## config.mk

```make
export PLATFORM = sky130hd
export DESIGN_NAME = power_down_wake_control
export DESIGN_NICKNAME = d
export VERILOG_FILES = /design/src/shared/pwr_ctl_pkg.sv /design/src/rtl/power_down_wake_control.sv
export SDC_FILE = /design/constraint.sdc
export NUM_CORES = 1
export LEC_CHECK = 0
export ABC_AREA = 1
export BUFFER_PORTS_ARGS = -buffer_cell sky130_fd_sc_hd__buf_2
export CAP_MARGIN = 20
export CORE_MARGIN = 4
export CORE_UTILIZATION = 35
export CTS_CLUSTER_SIZE = 14
export DETAILED_ROUTE_END_ITERATION = 6
export PLACE_DENSITY = 0.6
export REMOVE_ABC_BUFFERS = 1
export SYNTH_ARGS = -nofsm -noshare
export SYNTH_HDL_FRONTEND = slang
export SYNTH_SLANG_ARGS = --single-unit
```

## constraint.sdc

```tcl
create_clock -name clk -period 4.62 [get_ports clk]
set_clock_uncertainty 0.1 [all_clocks]
set_input_delay 0.924 -clock clk [delete_from_list [all_inputs] [get_ports clk]]
set_output_delay 0.924 -clock clk [all_outputs]
set_load 0.1 [all_outputs]
```

## src/shared/pwr_ctl_pkg.sv

```systemverilog
// constants for the power-down and wake controller
package pwr_ctl_pkg;
  localparam logic [7:0] OFS_STATUS = 8'h00;
  localparam logic [7:0] OFS_CTRL = 8'h04;
  localparam logic [7:0] OFS_KEEP = 8'h08;
  localparam logic [7:0] OFS_TCTL = 8'h0C;
  localparam logic [7:0] OFS_CORE = 8'h10;
  localparam logic [7:0] OFS_FLAGS = 8'h14;
  // status fields
  localparam int ST_PDFLAG = 0;
  localparam int ST_SLOWREQ = 1;
  localparam int ST_CLKSLEEP = 2;
  localparam int ST_RAMSLEEP = 3;
  localparam int ST_LVACTIVE = 4;
  localparam int ST_LVARMED = 5;
  // control fields
  localparam int CT_IRQEN = 0;
  localparam int CT_WDEN = 1;
  localparam int CT_OSCSEL = 2;
  localparam int CT_PINSEL = 4;
  localparam int CT_SLOWSET = 8;
  localparam int CT_SLOWCLR = 9;
  // core context fields
  localparam int CO_ACC = 0;
  localparam int CO_REGB = 4;
  localparam int CO_CARRY = 8;
  localparam int CO_SP = 9;
  localparam int CO_PC = 16;
  // flag fields, write one to clear
  localparam int FL_EXT0 = 0;
  localparam int FL_EXT1 = 1;
  localparam int FL_CONV = 2;
  localparam int FL_SER = 3;
  localparam int FL_WD1 = 4;
  localparam int FL_WD2 = 5;
  localparam logic [2:0] SP_INIT = 3'h7;
  localparam logic [1:0] PINSEL_INPUT = 2'h3;
  localparam logic [31:0] RST_CTRL = 32'h0000_0000;
  localparam logic [31:0] RST_KEEP = 32'h0000_0000;
  localparam logic [19:0] RST_TCTL = 20'h0_0000;
  typedef enum logic [2:0] {
    RUN = 3'b001,
    CLK_SLEEP = 3'b010,
    RAM_SLEEP = 3'b100
  } pwr_state_t;
endpackage

```

## src/rtl/power_down_wake_control.sv

```systemverilog
// power-down entry, retention, wake and start-type logic with an apb register port
//
// Behaviour
// - ram backup keeps only ram and reset
// - warm start at zero, sleep flag one
// - cold start at zero, sleep flag zero
// - sleep flag and slow timer flag readable
// - entry clears pc, acc, b, carry; sp=7
// - listed control registers survive both modes
// - oscillator selection survives power-down
// - timer controls w1-w3, w5, w6 cleared on entry
// - timers one to four undefined after sleep
// - slow timer counts in clock mode, flag kept
// - entry clears serial, converter, irq flags, enable
// - entry clears watchdog and its flags
// - display on in clock mode, off in backup
// - low-voltage detect in sleep needs arm and pin
// - counter pin low, or input when select 11
// - clock mode wakes on pin or slow flag
// - ram backup wakes only on external pin
// - unlisted state reinitialised after return
// - entry only right after sleep enable instruction
`timescale 1ns/10ps
`default_nettype none
module power_down_wake_control
  import pwr_ctl_pkg::*;
(
  input wire logic clk,
  input wire logic rstn,
  input wire logic psel,
  input wire logic penable,
  input wire logic pwrite,
  input wire logic [7:0] paddr,
  input wire logic [31:0] pwdata,
  output logic [31:0] prdata,
  output logic pready,
  output logic pslverr,
  input wire logic instrDone,
  input wire logic sleep_enable_instr,
  input wire logic clock_run_sleep_instr,
  input wire logic ram_keep_sleep_instr,
  input wire logic arm_lowvolt_in_sleep,
  input wire logic extWakeup,
  input wire logic slowTimerUnderflow,
  input wire logic resetPinPulse,
  input wire logic watchdogReset,
  input wire logic lowvoltTrip,
  input wire logic lowvolt_detect_enable_pin,
  input wire logic extIrqEvent0,
  input wire logic extIrqEvent1,
  input wire logic conversionDone,
  input wire logic serialDone,
  input wire logic watchdogEvent1,
  input wire logic watchdogEvent2,
  input wire logic counterPinDrive,
  input wire logic counterPinDriveEn,
  output logic startPulse,
  output logic warmStart,
  output logic coreInit,
  output logic peripheralInit,
  output logic ramOnlyKeep,
  output logic slowTimerRun,
  output logic fastTimersRun,
  output logic displayOn,
  output logic lowvoltActive,
  output logic portHold,
  output logic shared_counter_pin_out,
  output logic shared_counter_pin_oe
);
  logic rstSync1, rstSync2;
  always_ff @(posedge clk or negedge rstn) begin
    if (!rstn) begin
      rstSync1 <= 1'b0;
      rstSync2 <= 1'b0;
    end else begin
      rstSync1 <= 1'b1;
      rstSync2 <= rstSync1;
    end
  end
  wire rst_n = rstSync2;

  pwr_state_t state, next_state;
  logic sleepFlag, slowReq, sleepArmed, lvArmed;
  logic [31:0] ctrl, keepRegs, core;
  logic [19:0] timerCtrl;
  logic [5:0] flags;

  // apb decode
  wire setup = psel && !penable;
  wire access = psel && penable && pready;
  wire wrHit = access && pwrite;
  wire wrCtrl = wrHit && paddr == OFS_CTRL;
  wire wrKeep = wrHit && paddr == OFS_KEEP;
  wire wrTctl = wrHit && paddr == OFS_TCTL;
  wire wrCore = wrHit && paddr == OFS_CORE;
  wire wrFlags = wrHit && paddr == OFS_FLAGS;
  wire mapped = paddr == OFS_STATUS || paddr == OFS_CTRL || paddr == OFS_KEEP
    || paddr == OFS_TCTL || paddr == OFS_CORE || paddr == OFS_FLAGS;

  // cold sources; low-voltage trip counts only while the detector is live
  wire running = state == RUN;
  wire lvLive = lowvolt_detect_enable_pin && (running || lvArmed);
  wire coldHit = resetPinPulse || watchdogReset || (lowvoltTrip && lvLive);

  // an entry instruction acts only when the enable came just before it
  wire enterClk = running && instrDone && clock_run_sleep_instr && sleepArmed;
  wire enterRam = running && instrDone && ram_keep_sleep_instr && sleepArmed;
  wire enter = enterClk || enterRam;
  wire wakeClk = state == CLK_SLEEP && (extWakeup || slowReq);
  wire wakeRam = state == RAM_SLEEP && extWakeup;
  wire wake = wakeClk || wakeRam;
  // the slow timer has no clock in ram backup, so its underflow is ignored there
  wire slowTick = slowTimerUnderflow && state != RAM_SLEEP;

  always_comb begin
    next_state = state;
    unique case (state)
      RUN: begin
        if (enterClk) next_state = CLK_SLEEP;
        else if (enterRam) next_state = RAM_SLEEP;
      end
      CLK_SLEEP: if (wake) next_state = RUN;
      RAM_SLEEP: if (wake) next_state = RUN;
      default: next_state = RUN;
    endcase
    if (coldHit) next_state = RUN;
  end

  always_ff @(posedge clk or negedge rst_n) begin
    if (!rst_n) state <= RUN;
    else state <= next_state;
  end

  always_ff @(posedge clk or negedge rst_n) begin
    if (!rst_n) begin
      sleepArmed <= 1'b0;
    end else if (instrDone) begin
      sleepArmed <= sleep_enable_instr;
    end
  end

  // arming holds until a cold start; no instruction or register write releases it
  always_ff @(posedge clk or negedge rst_n) begin
    if (!rst_n) lvArmed <= 1'b0;
    else if (coldHit) lvArmed <= 1'b0;
    else if (instrDone && arm_lowvolt_in_sleep) lvArmed <= 1'b1;
  end

  always_ff @(posedge clk or negedge rst_n) begin
    if (!rst_n) sleepFlag <= 1'b0;
    else if (coldHit) sleepFlag <= 1'b0;
    else if (enter) sleepFlag <= 1'b1;
  end

  // slow timer request survives both modes; hardware set beats software clear
  always_ff @(posedge clk or negedge rst_n) begin
    if (!rst_n) slowReq <= 1'b0;
    else if (coldHit) slowReq <= 1'b0;
    else if (slowTick || (wrCtrl && pwdata[CT_SLOWSET])) slowReq <= 1'b1;
    else if (wrCtrl && pwdata[CT_SLOWCLR]) slowReq <= 1'b0;
  end

  // ctrl: irq enable and watchdog enable clear on entry, oscillator and pin select kept
  always_ff @(posedge clk or negedge rst_n) begin
    if (!rst_n) begin
      ctrl <= RST_CTRL;
    end else if (coldHit) begin
      ctrl <= RST_CTRL;
    end else if (enter) begin
      ctrl[CT_IRQEN] <= 1'b0;
      ctrl[CT_WDEN] <= 1'b0;
    end else if (wrCtrl) begin
      ctrl <= {26'h000_0000, pwdata[5:4], 1'b0, pwdata[2:0]};
    end
  end

  // clock config, prescaler, timer four and serial control nibbles: never touched by sleep
  always_ff @(posedge clk or negedge rst_n) begin
    if (!rst_n) keepRegs <= RST_KEEP;
    else if (coldHit) keepRegs <= RST_KEEP;
    else if (wrKeep) keepRegs <= pwdata;
  end

  always_ff @(posedge clk or negedge rst_n) begin
    if (!rst_n) timerCtrl <= RST_TCTL;
    else if (coldHit || enter) timerCtrl <= RST_TCTL;
    else if (wrTctl) timerCtrl <= pwdata[19:0];
  end

  always_ff @(posedge clk or negedge rst_n) begin
    if (!rst_n) begin
      core <= 32'h0000_0000;
      core[CO_SP +: 3] <= SP_INIT;
    end else if (coldHit || enter) begin
      core <= 32'h0000_0000;
      core[CO_SP +: 3] <= SP_INIT;
    end else if (wrCore) begin
      core <= {4'h0, pwdata[27:0]};
    end
  end

  // event flags: set wins over write-one-clear, entry and cold reset clear all
  wire [5:0] flagSet = {watchdogEvent2, watchdogEvent1, serialDone, conversionDone,
    extIrqEvent1, extIrqEvent0};
  genvar gi;
  generate
    for (gi = 0; gi < 6; gi++) begin : g_flag
      always_ff @(posedge clk or negedge rst_n) begin
        if (!rst_n) flags[gi] <= 1'b0;
        else if (coldHit || enter) flags[gi] <= 1'b0;
        else if (flagSet[gi] && running) flags[gi] <= 1'b1;
        else if (wrFlags && pwdata[gi]) flags[gi] <= 1'b0;
      end
    end
  endgenerate

  wire [31:0] statusWord = {26'h000_0000, lvArmed, lvLive, state == RAM_SLEEP,
    state == CLK_SLEEP, slowReq, sleepFlag};
  wire [31:0] readMux =
    paddr == OFS_STATUS ? statusWord :
    paddr == OFS_CTRL ? ctrl :
    paddr == OFS_KEEP ? keepRegs :
    paddr == OFS_TCTL ? {12'h000, timerCtrl} :
    paddr == OFS_CORE ? core :
    paddr == OFS_FLAGS ? {26'h000_0000, flags} : 32'h0000_0000;

  // one access-phase cycle: the answer is prepared during setup
  always_ff @(posedge clk or negedge rst_n) begin
    if (!rst_n) begin
      pready <= 1'b0;
      pslverr <= 1'b0;
      prdata <= 32'h0000_0000;
    end else begin
      pready <= setup;
      pslverr <= setup && !mapped;
      prdata <= setup && !pwrite ? readMux : 32'h0000_0000;
    end
  end

  // port and function outputs, all from flops
  wire sleepNext = next_state != RUN;
  wire [1:0] counterPinSel = ctrl[CT_PINSEL +: 2];
  wire pinInput = counterPinSel == PINSEL_INPUT;
  always_ff @(posedge clk or negedge rst_n) begin
    if (!rst_n) begin
      startPulse <= 1'b0;
      warmStart <= 1'b0;
      coreInit <= 1'b0;
      peripheralInit <= 1'b0;
      ramOnlyKeep <= 1'b0;
      slowTimerRun <= 1'b1;
      fastTimersRun <= 1'b1;
      displayOn <= 1'b1;
      lowvoltActive <= 1'b0;
      portHold <= 1'b0;
      shared_counter_pin_out <= 1'b0;
      shared_counter_pin_oe <= 1'b0;
    end else begin
      startPulse <= coldHit || wake;
      warmStart <= wake && !coldHit;
      coreInit <= enter || coldHit;
      peripheralInit <= enter || coldHit;
      ramOnlyKeep <= next_state == RAM_SLEEP;
      slowTimerRun <= next_state != RAM_SLEEP;
      fastTimersRun <= !sleepNext;
      displayOn <= next_state != RAM_SLEEP;
      lowvoltActive <= lowvolt_detect_enable_pin && (!sleepNext || lvArmed);
      portHold <= sleepNext;
      shared_counter_pin_out <= sleepNext ? 1'b0 : counterPinDrive;
      shared_counter_pin_oe <= sleepNext ? !pinInput : counterPinDriveEn;
    end
  end
endmodule // power_down_wake_control
`default_nettype wire

```

==> results of run 1 <==
-- layout make-up --
type	instances	area (um2)
clock buffer	20	467
clock inverter	10	136
fill	1802	10300
inverter	54	206
multi-input combinational	506	2390
sequential	144	3610
tap	229	287
timing repair buffer	112	568
-- cells in the final DEF, fill, tap and decap left out, drive strengths merged --
cell,n
a21boi,1
a21oi,84
a31oi,1
buf,112
bufinv,3
clkbuf,20
clkinv,6
clkinvlp,3
conb,1
dfrtp,138
dfstp,6
inv,52
nand2,234
nand3,35
nand4,5
nor2,70
nor3,2
nor4,1
o211ai,1
o21ai,61
o22ai,1
o31ai,4
or2,5
-- how the worst max path moves through the flow --
stage / startpoint / to / depth (start not counted)
after global routing: paddr[7] / keepRegs[2] / 9
after CTS: paddr[4] / keepRegs[2] / 9
after floorplan: rstSync2 / core[0] / 0
after detailed placement: paddr[4] / keepRegs[2] / 9
final: paddr[4] / keepRegs[2] / 9
after global placement: paddr[4] / keepRegs[0] / 9
-- flip-flops by register name, indices dropped and copies added, names as in the netlist, 3 cells and up --
signal,flops
keepRegs,32
prdata,32
core,28
timerCtrl,20
flags,6
ctrl,5
state,3
-- cell families after synthesis --
kind of cell	after synthesis
buffers and inverters	86
AO/OA/AOI/OAI	153
other	1
flip-flops	144
AND/OR/NAND/NOR	352
-- stage by stage --
step	total power, mW	std cells	area, um2	hold slack, ns	setup slack [ns]
2_1_floorplan	1.42	704	6200	0.231	0.221
3_3_place_gp	1.50	1045	7060	0.235	1.57
3_5_place_dp	1.50	1045	7060	0.243	1.52
4_1_cts	2.92	1075	7660	0.158	1.98
5_1_grt	2.99	1075	7660	0.155	1.78
6_report	2.89	1075	7660	0.172	1.98
-- layer usage --
metal,vias up,global-route usage [%]
li1,2568,-
met1,2453,22.7
met2,153,27.7
met3,23,5.09
met4,0,5.65
met5,-,0
-- power breakdown --
part           total, mW  internal [mW]  switching [mW]
Sequential          1.29           1.27          0.0158
Combinational      0.184         0.0446           0.139
Clock               1.41          0.883           0.530
==> key figures, run 1 <==
Clock network
  – Clk root buf: clkbuf_16
  – CTS tree: built
  – Reg clk slew, reported paths: 0.06 ns
  – CTS Buffer Depth: 2
  – CTS HTree Levels: 4
  – Hold Buf Count CTS: 0
  – Clk_lat worst skew: 0.43 ns
  – Clock sink count: 144
  – CTS resizes: 0
  – Post-CTS setup buffer count: 0
  – CTS Buf Count: 17

Timing
  – RSZ-0062 raised after global routing: false
  – Worst slew margin relative to its limit: 41.6%
  – Final setup fails: 0
  – Hold Fails Final Rpt: 0
  – Worst-margin pin slew: 0.875 ns
  – F_max: 0.378 GHz
  – Setup TNS: 0 ns
  – Final min period: 2.64 ns
  – Fin crit share: 57.2%
  – Max Slew Vio Count: 0

Floorplan
  – Initial Utilization: 35.7%
  – Core Rows: 49
  – Core area: 18000 um2
  – Die area: 20500 um2
  – Die span in y: 143 um
  – I/O pin cnt: 110
  – Die X: 143 um

Critical path
  – Crit path cell chain: buf_2, nor2_1, nand2_2, inv_2, nand3_4, nor2_8, nor2_4, nand2_1, o31ai_1
  – Reg2reg setup slack: 2.32 ns
  – CP max stage delay: 0.65 ns
  – Crit path max-delay family: simple AND/OR/NAND/NOR gates
  – Worst path slowest cell: nor2_8
  – RR Endpoint: timerCtrl[4]
  – CP Launch Type: primary input
  – Reg2reg start: state[1]
  – Worst Path Buf+Inv: 2
  – CP Capture Type: flip-flop
  – Crit path max fanout: 44
  – Reg2Reg Depth: 9
  – Required time worst endpoint: 4.82 ns
  – Worst Path Arrival: 2.84 ns
  – Setup CP Type: in2reg

Synthesis
  – Top-area cell type share of the netlist area: 53.9%
  – Sequential fraction of the synthesis area: 56.3%
  – Seq cells post-synth: 144
  – Ys flop type: dfrtp_1
  – Mapped Area: 6410 um2
  – Area leader, netlist: dfrtp_1
  – Post-synthesis adder-cell area fraction: 0%
  – Mapped Cells: 736
  – Top-count cell post-synth: nand2_1
  – Async SR Flop Fraction: 100%
  – Number of synthesized flops with an enable pin: 0
  – Syn_area_per_cell: 8.71 um2
  – Synth area leaders: dfrtp_1 54%, nand2_1 13%, a21oi_1 6.6%
  – Synth warn: 0
  – Main combinational cell family by area after synthesis: simple AND/OR/NAND/NOR gates
  – Synth cell types: 36
  – XOR/XNOR Fraction of Synth Area: 0%
  – Complex-gate fraction of the synthesized area: 12.3%
  – Synth top cells by count: 225 x nand2_1, 138 x dfrtp_1, 84 x a21oi_1
  – Mux cell area share after synthesis: 0%
  – Synth Area in Simple Gates: 24.9%

Routing
  – First-pass DRT Iterations: 5
  – Met2 WL: 7810 um
  – Vias per cell: 4.83
  – DR top layer: met4
  – DRT iter0 DRCs: 406
  – Remaining DRCs: 0
  – DR vias: 5197
  – Metal3 WL: 1220 um
  – Final ANT Viol Nets: 0
  – DR WL/cell: 15.8 um
  – Met1 WL: 7660 um
  – Post-Route WL: 17000 um

Outcome
  – Run status: finished, final reports clean

Layout
  – Layout cells sized above 1: 22.9%
  – Fin nets: 899
  – Final Core Density: 42.7%
  – Synthesis-to-layout area growth: 19.6%
  – ANT cells: 0

Placed design
  – GP Congestion: 0.790
  – IO buf count: 109
  – Post-DP HPWL: 10900 um

Pwr
  – PwrDens: 376 nW/um2
  – Leak: 4.00 nW
  – Worst VDD drop: 278 uV

Worst hold path
  – HP Class: in2async

GRT
  – Vias in the first global route: 5171
  – Pin count of the biggest net entering global routing: 66
  – Grt ovf: 0
  – Initial antenna violation count: 0
  – GRT Total Usage: 17.3%
  – Global-route wire length before repair: 27400 um

Job
  – Max-Cap Viols: 0
No activity file was read; power rests on OpenSTA's default activity.
==> run 2, diff against run 1 <==
--- a/config.mk
+++ b/config.mk
@@ -12,7 +12,7 @@
 export CORE_UTILIZATION = 35
 export CTS_CLUSTER_SIZE = 14
 export DETAILED_ROUTE_END_ITERATION = 6
-export PLACE_DENSITY = 0.6
+export PLACE_DENSITY = 0.58
 export REMOVE_ABC_BUFFERS = 1
 export SYNTH_ARGS = -nofsm -noshare
 export SYNTH_HDL_FRONTEND = slang
==> constraint.sdc (replaced) <==
create_clock -name clk -period 2.5 [get_ports clk]
set_clock_uncertainty 0.1 [all_clocks]
set_input_delay 0.5 -clock clk [delete_from_list [all_inputs] [get_ports clk]]
set_output_delay 0.5 -clock clk [all_outputs]
set_load 0.1 [all_outputs]
==> run 2 against run 1 <==
  * Global-route usage is 0.35 points higher
  * Wire length is 3.8% higher
  * Final cell count is 1.8% higher
  * Critical path type is now reg2reg
==> key figures, run 2 (synthesized netlist as in run 1, its figures left out) <==
Outcome
  – Run status: finished, final reports clean

Layout
  – ANT cells: 0
  – FF+latch area: 3610 um2
  – Top flop regs: keepRegs x32, prdata x32, core x28
  – Commonest non-fill, non-tap cell in the layout: nand2_1
  – Layout cells sized above 1: 23.8%
  – Most used cells in the layout excluding fill and tap cells: 225 x nand2_1, 137 x dfrtp_1, 109 x buf_2
  – Final Core Density: 43.4%
  – Multi-input logic area: 2390 um2
  – Fin nets: 916
  – Fill count: 1804
  – Synthesis-to-layout area growth: 21.5%

Clock network
  – Post-CTS setup buffer count: 0
  – Clk_lat worst skew: 0.42 ns
  – CTS Buffer Depth: 2
  – CTS Buf Count: 17
  – CTS tree: built
  – Reg clk slew, reported paths: 0.06 ns
  – CTS HTree Levels: 4
  – Clk root buf: clkbuf_16
  – Clock sink count: 144

GRT
  – Grt ovf: 0
  – Pin count of the biggest net entering global routing: 50
  – GRT Total Usage: 17.7%
  – Vias in the first global route: 5191
  – Initial antenna violation count: 0
  – Global-route wire length before repair: 27900 um

Timing
  – Final setup fails: 0
  – Setup WS post-layout: 0.444 ns
  – Final min period: 2.06 ns
  – Worst-margin pin slew: 0.572 ns
  – Hold slack: 0.164 ns
  – Worst slew margin relative to its limit: 61.7%
  – Fin crit share: 82.2%
  – Max Slew Vio Count: 0
  – F_max: 0.486 GHz
  – RSZ-0062 raised after global routing: false
  – Hold Fails Final Rpt: 0

Floorplan
  – Die area: 20500 um2
  – Die span in y: 143 um
  – Core area: 18000 um2
  – I/O pin cnt: 110
  – Initial Utilization: 35.7%
  – Die X: 143 um
  – Core Rows: 49

Placed design
  – IO buf count: 109
  – GP Congestion: 0.818
  – Post-DP HPWL: 12000 um
  – Pre-CTS setup slack: 0.285 ns

Critical path
  – Worst Path Arrival: 2.24 ns
  – Reg2reg start: state[1]
  – Setup CP Type: reg2reg
  – Reg2reg setup slack: 0.44 ns
  – CP Launch Type: flip-flop
  – Crit path max fanout: 33
  – Required time worst endpoint: 2.68 ns
  – CP Capture Type: flip-flop
  – RR Endpoint: lowvoltActive
  – Reg2Reg Depth: 10

Worst hold path
  – HP Class: reg2async

Routing
  – Final ANT Viol Nets: 0
  – Vias per cell: 4.84
  – First-pass DRT Iterations: 5
  – Post-Route WL: 17600 um
  – DRT iter0 DRCs: 382
  – Remaining DRCs: 0
  – DR vias: 5290
  – DR WL/cell: 16.1 um

Pwr
  – Worst VDD drop: 469 uV
  – Leak: 4.08 nW
  – PwrDens: 659 nW/um2

Job
  – Max-Cap Viols: 0
[run 2: cell types whose count changed in the layout (fill, tap and decap cells not counted), sizes merged]
| cell | previous run | this run |
|---|---|---|
| clkinv | 6 | 5 |
| bufinv | 3 | 1 |
| buf | 112 | 128 |
| clkbuf | 20 | 26 |
| clkinvlp | 3 | 2 |
| dlygate4sd3 | 0 | 1 |
[run 2: where the power goes]
group | internal (mW) | switching [mW] | total [mW]
Sequential | 2.35 | 0.0189 | 2.37
Combinational | 0.0962 | 0.277 | 0.373
Clock | 1.44 | 0.944 | 2.39
Total | 3.89 | 1.24 | 5.13
[run 2: worst max-delay path by stage]
stage                  start             to  slack [ns]  cells after the start
floorplan           rstSync2        core[0]       -1.90                      0
global placement    paddr[3]        core[4]        0.29                      9
finish              state[1]  lowvoltActive        0.44                     10
CTS                 state[1]   timerCtrl[2]        0.47                      9
global route        state[1]   timerCtrl[2]        0.29                     10
detailed placement  paddr[1]        core[4]        0.28                      9
[run 2: timing repair]
item | 4_1_cts | 5_1_grt
gates resized for setup | 0 | 0
hold endpoints to repair | 2 | 0
endpoints found under the setup margin | 0 | 0
hold buffers | 1 | 0
[run 2: layer usage]
metal / vias to the layer above / wire length [um] / global-route usage (%)
met5: - / 0 / 0
met4: 0 / 319 / 5.90
met3: 26 / 1050 / 4.33
met2: 167 / 8130 / 27.7
met1: 2503 / 8100 / 24.1
li1: 2594 / - / -
[run 2: cell type report]
class | instances | share of cell area (%)
clock buffers | 26 | 6.28
clock inverters | 6 | 0.771
inverters | 54 | 2.65
multi-input cells | 506 | 30.6
flip-flops and latches | 144 | 46.4
well taps | 229 | 3.68
repair buffers | 129 | 9.60
[run 2: worst max-delay path: stages (launching register included)]
cell      delay [ns]
dfrtp_1         0.38
inv_1           0.06
nand3_2         0.09
nand2_1         0.08
nand3_1         0.08
nand2_2         0.16
inv_2           0.12
buf_4           0.39
nand2_1         0.11
nor2_2          0.22
a21boi_0        0.11
[run 2: metrics by stage]
stage                     total power [mW]  std cells  cell area, um2  setup TNS [ns]
final                                 5.13       1094            7790               0
after global routing                  5.34       1094            7790               0
after CTS                             5.18       1094            7790               0
after detailed placement              2.79       1061            7230               0
after global placement                2.79       1061            7230               0
after floorplan                       2.62        704            6200         -263.02
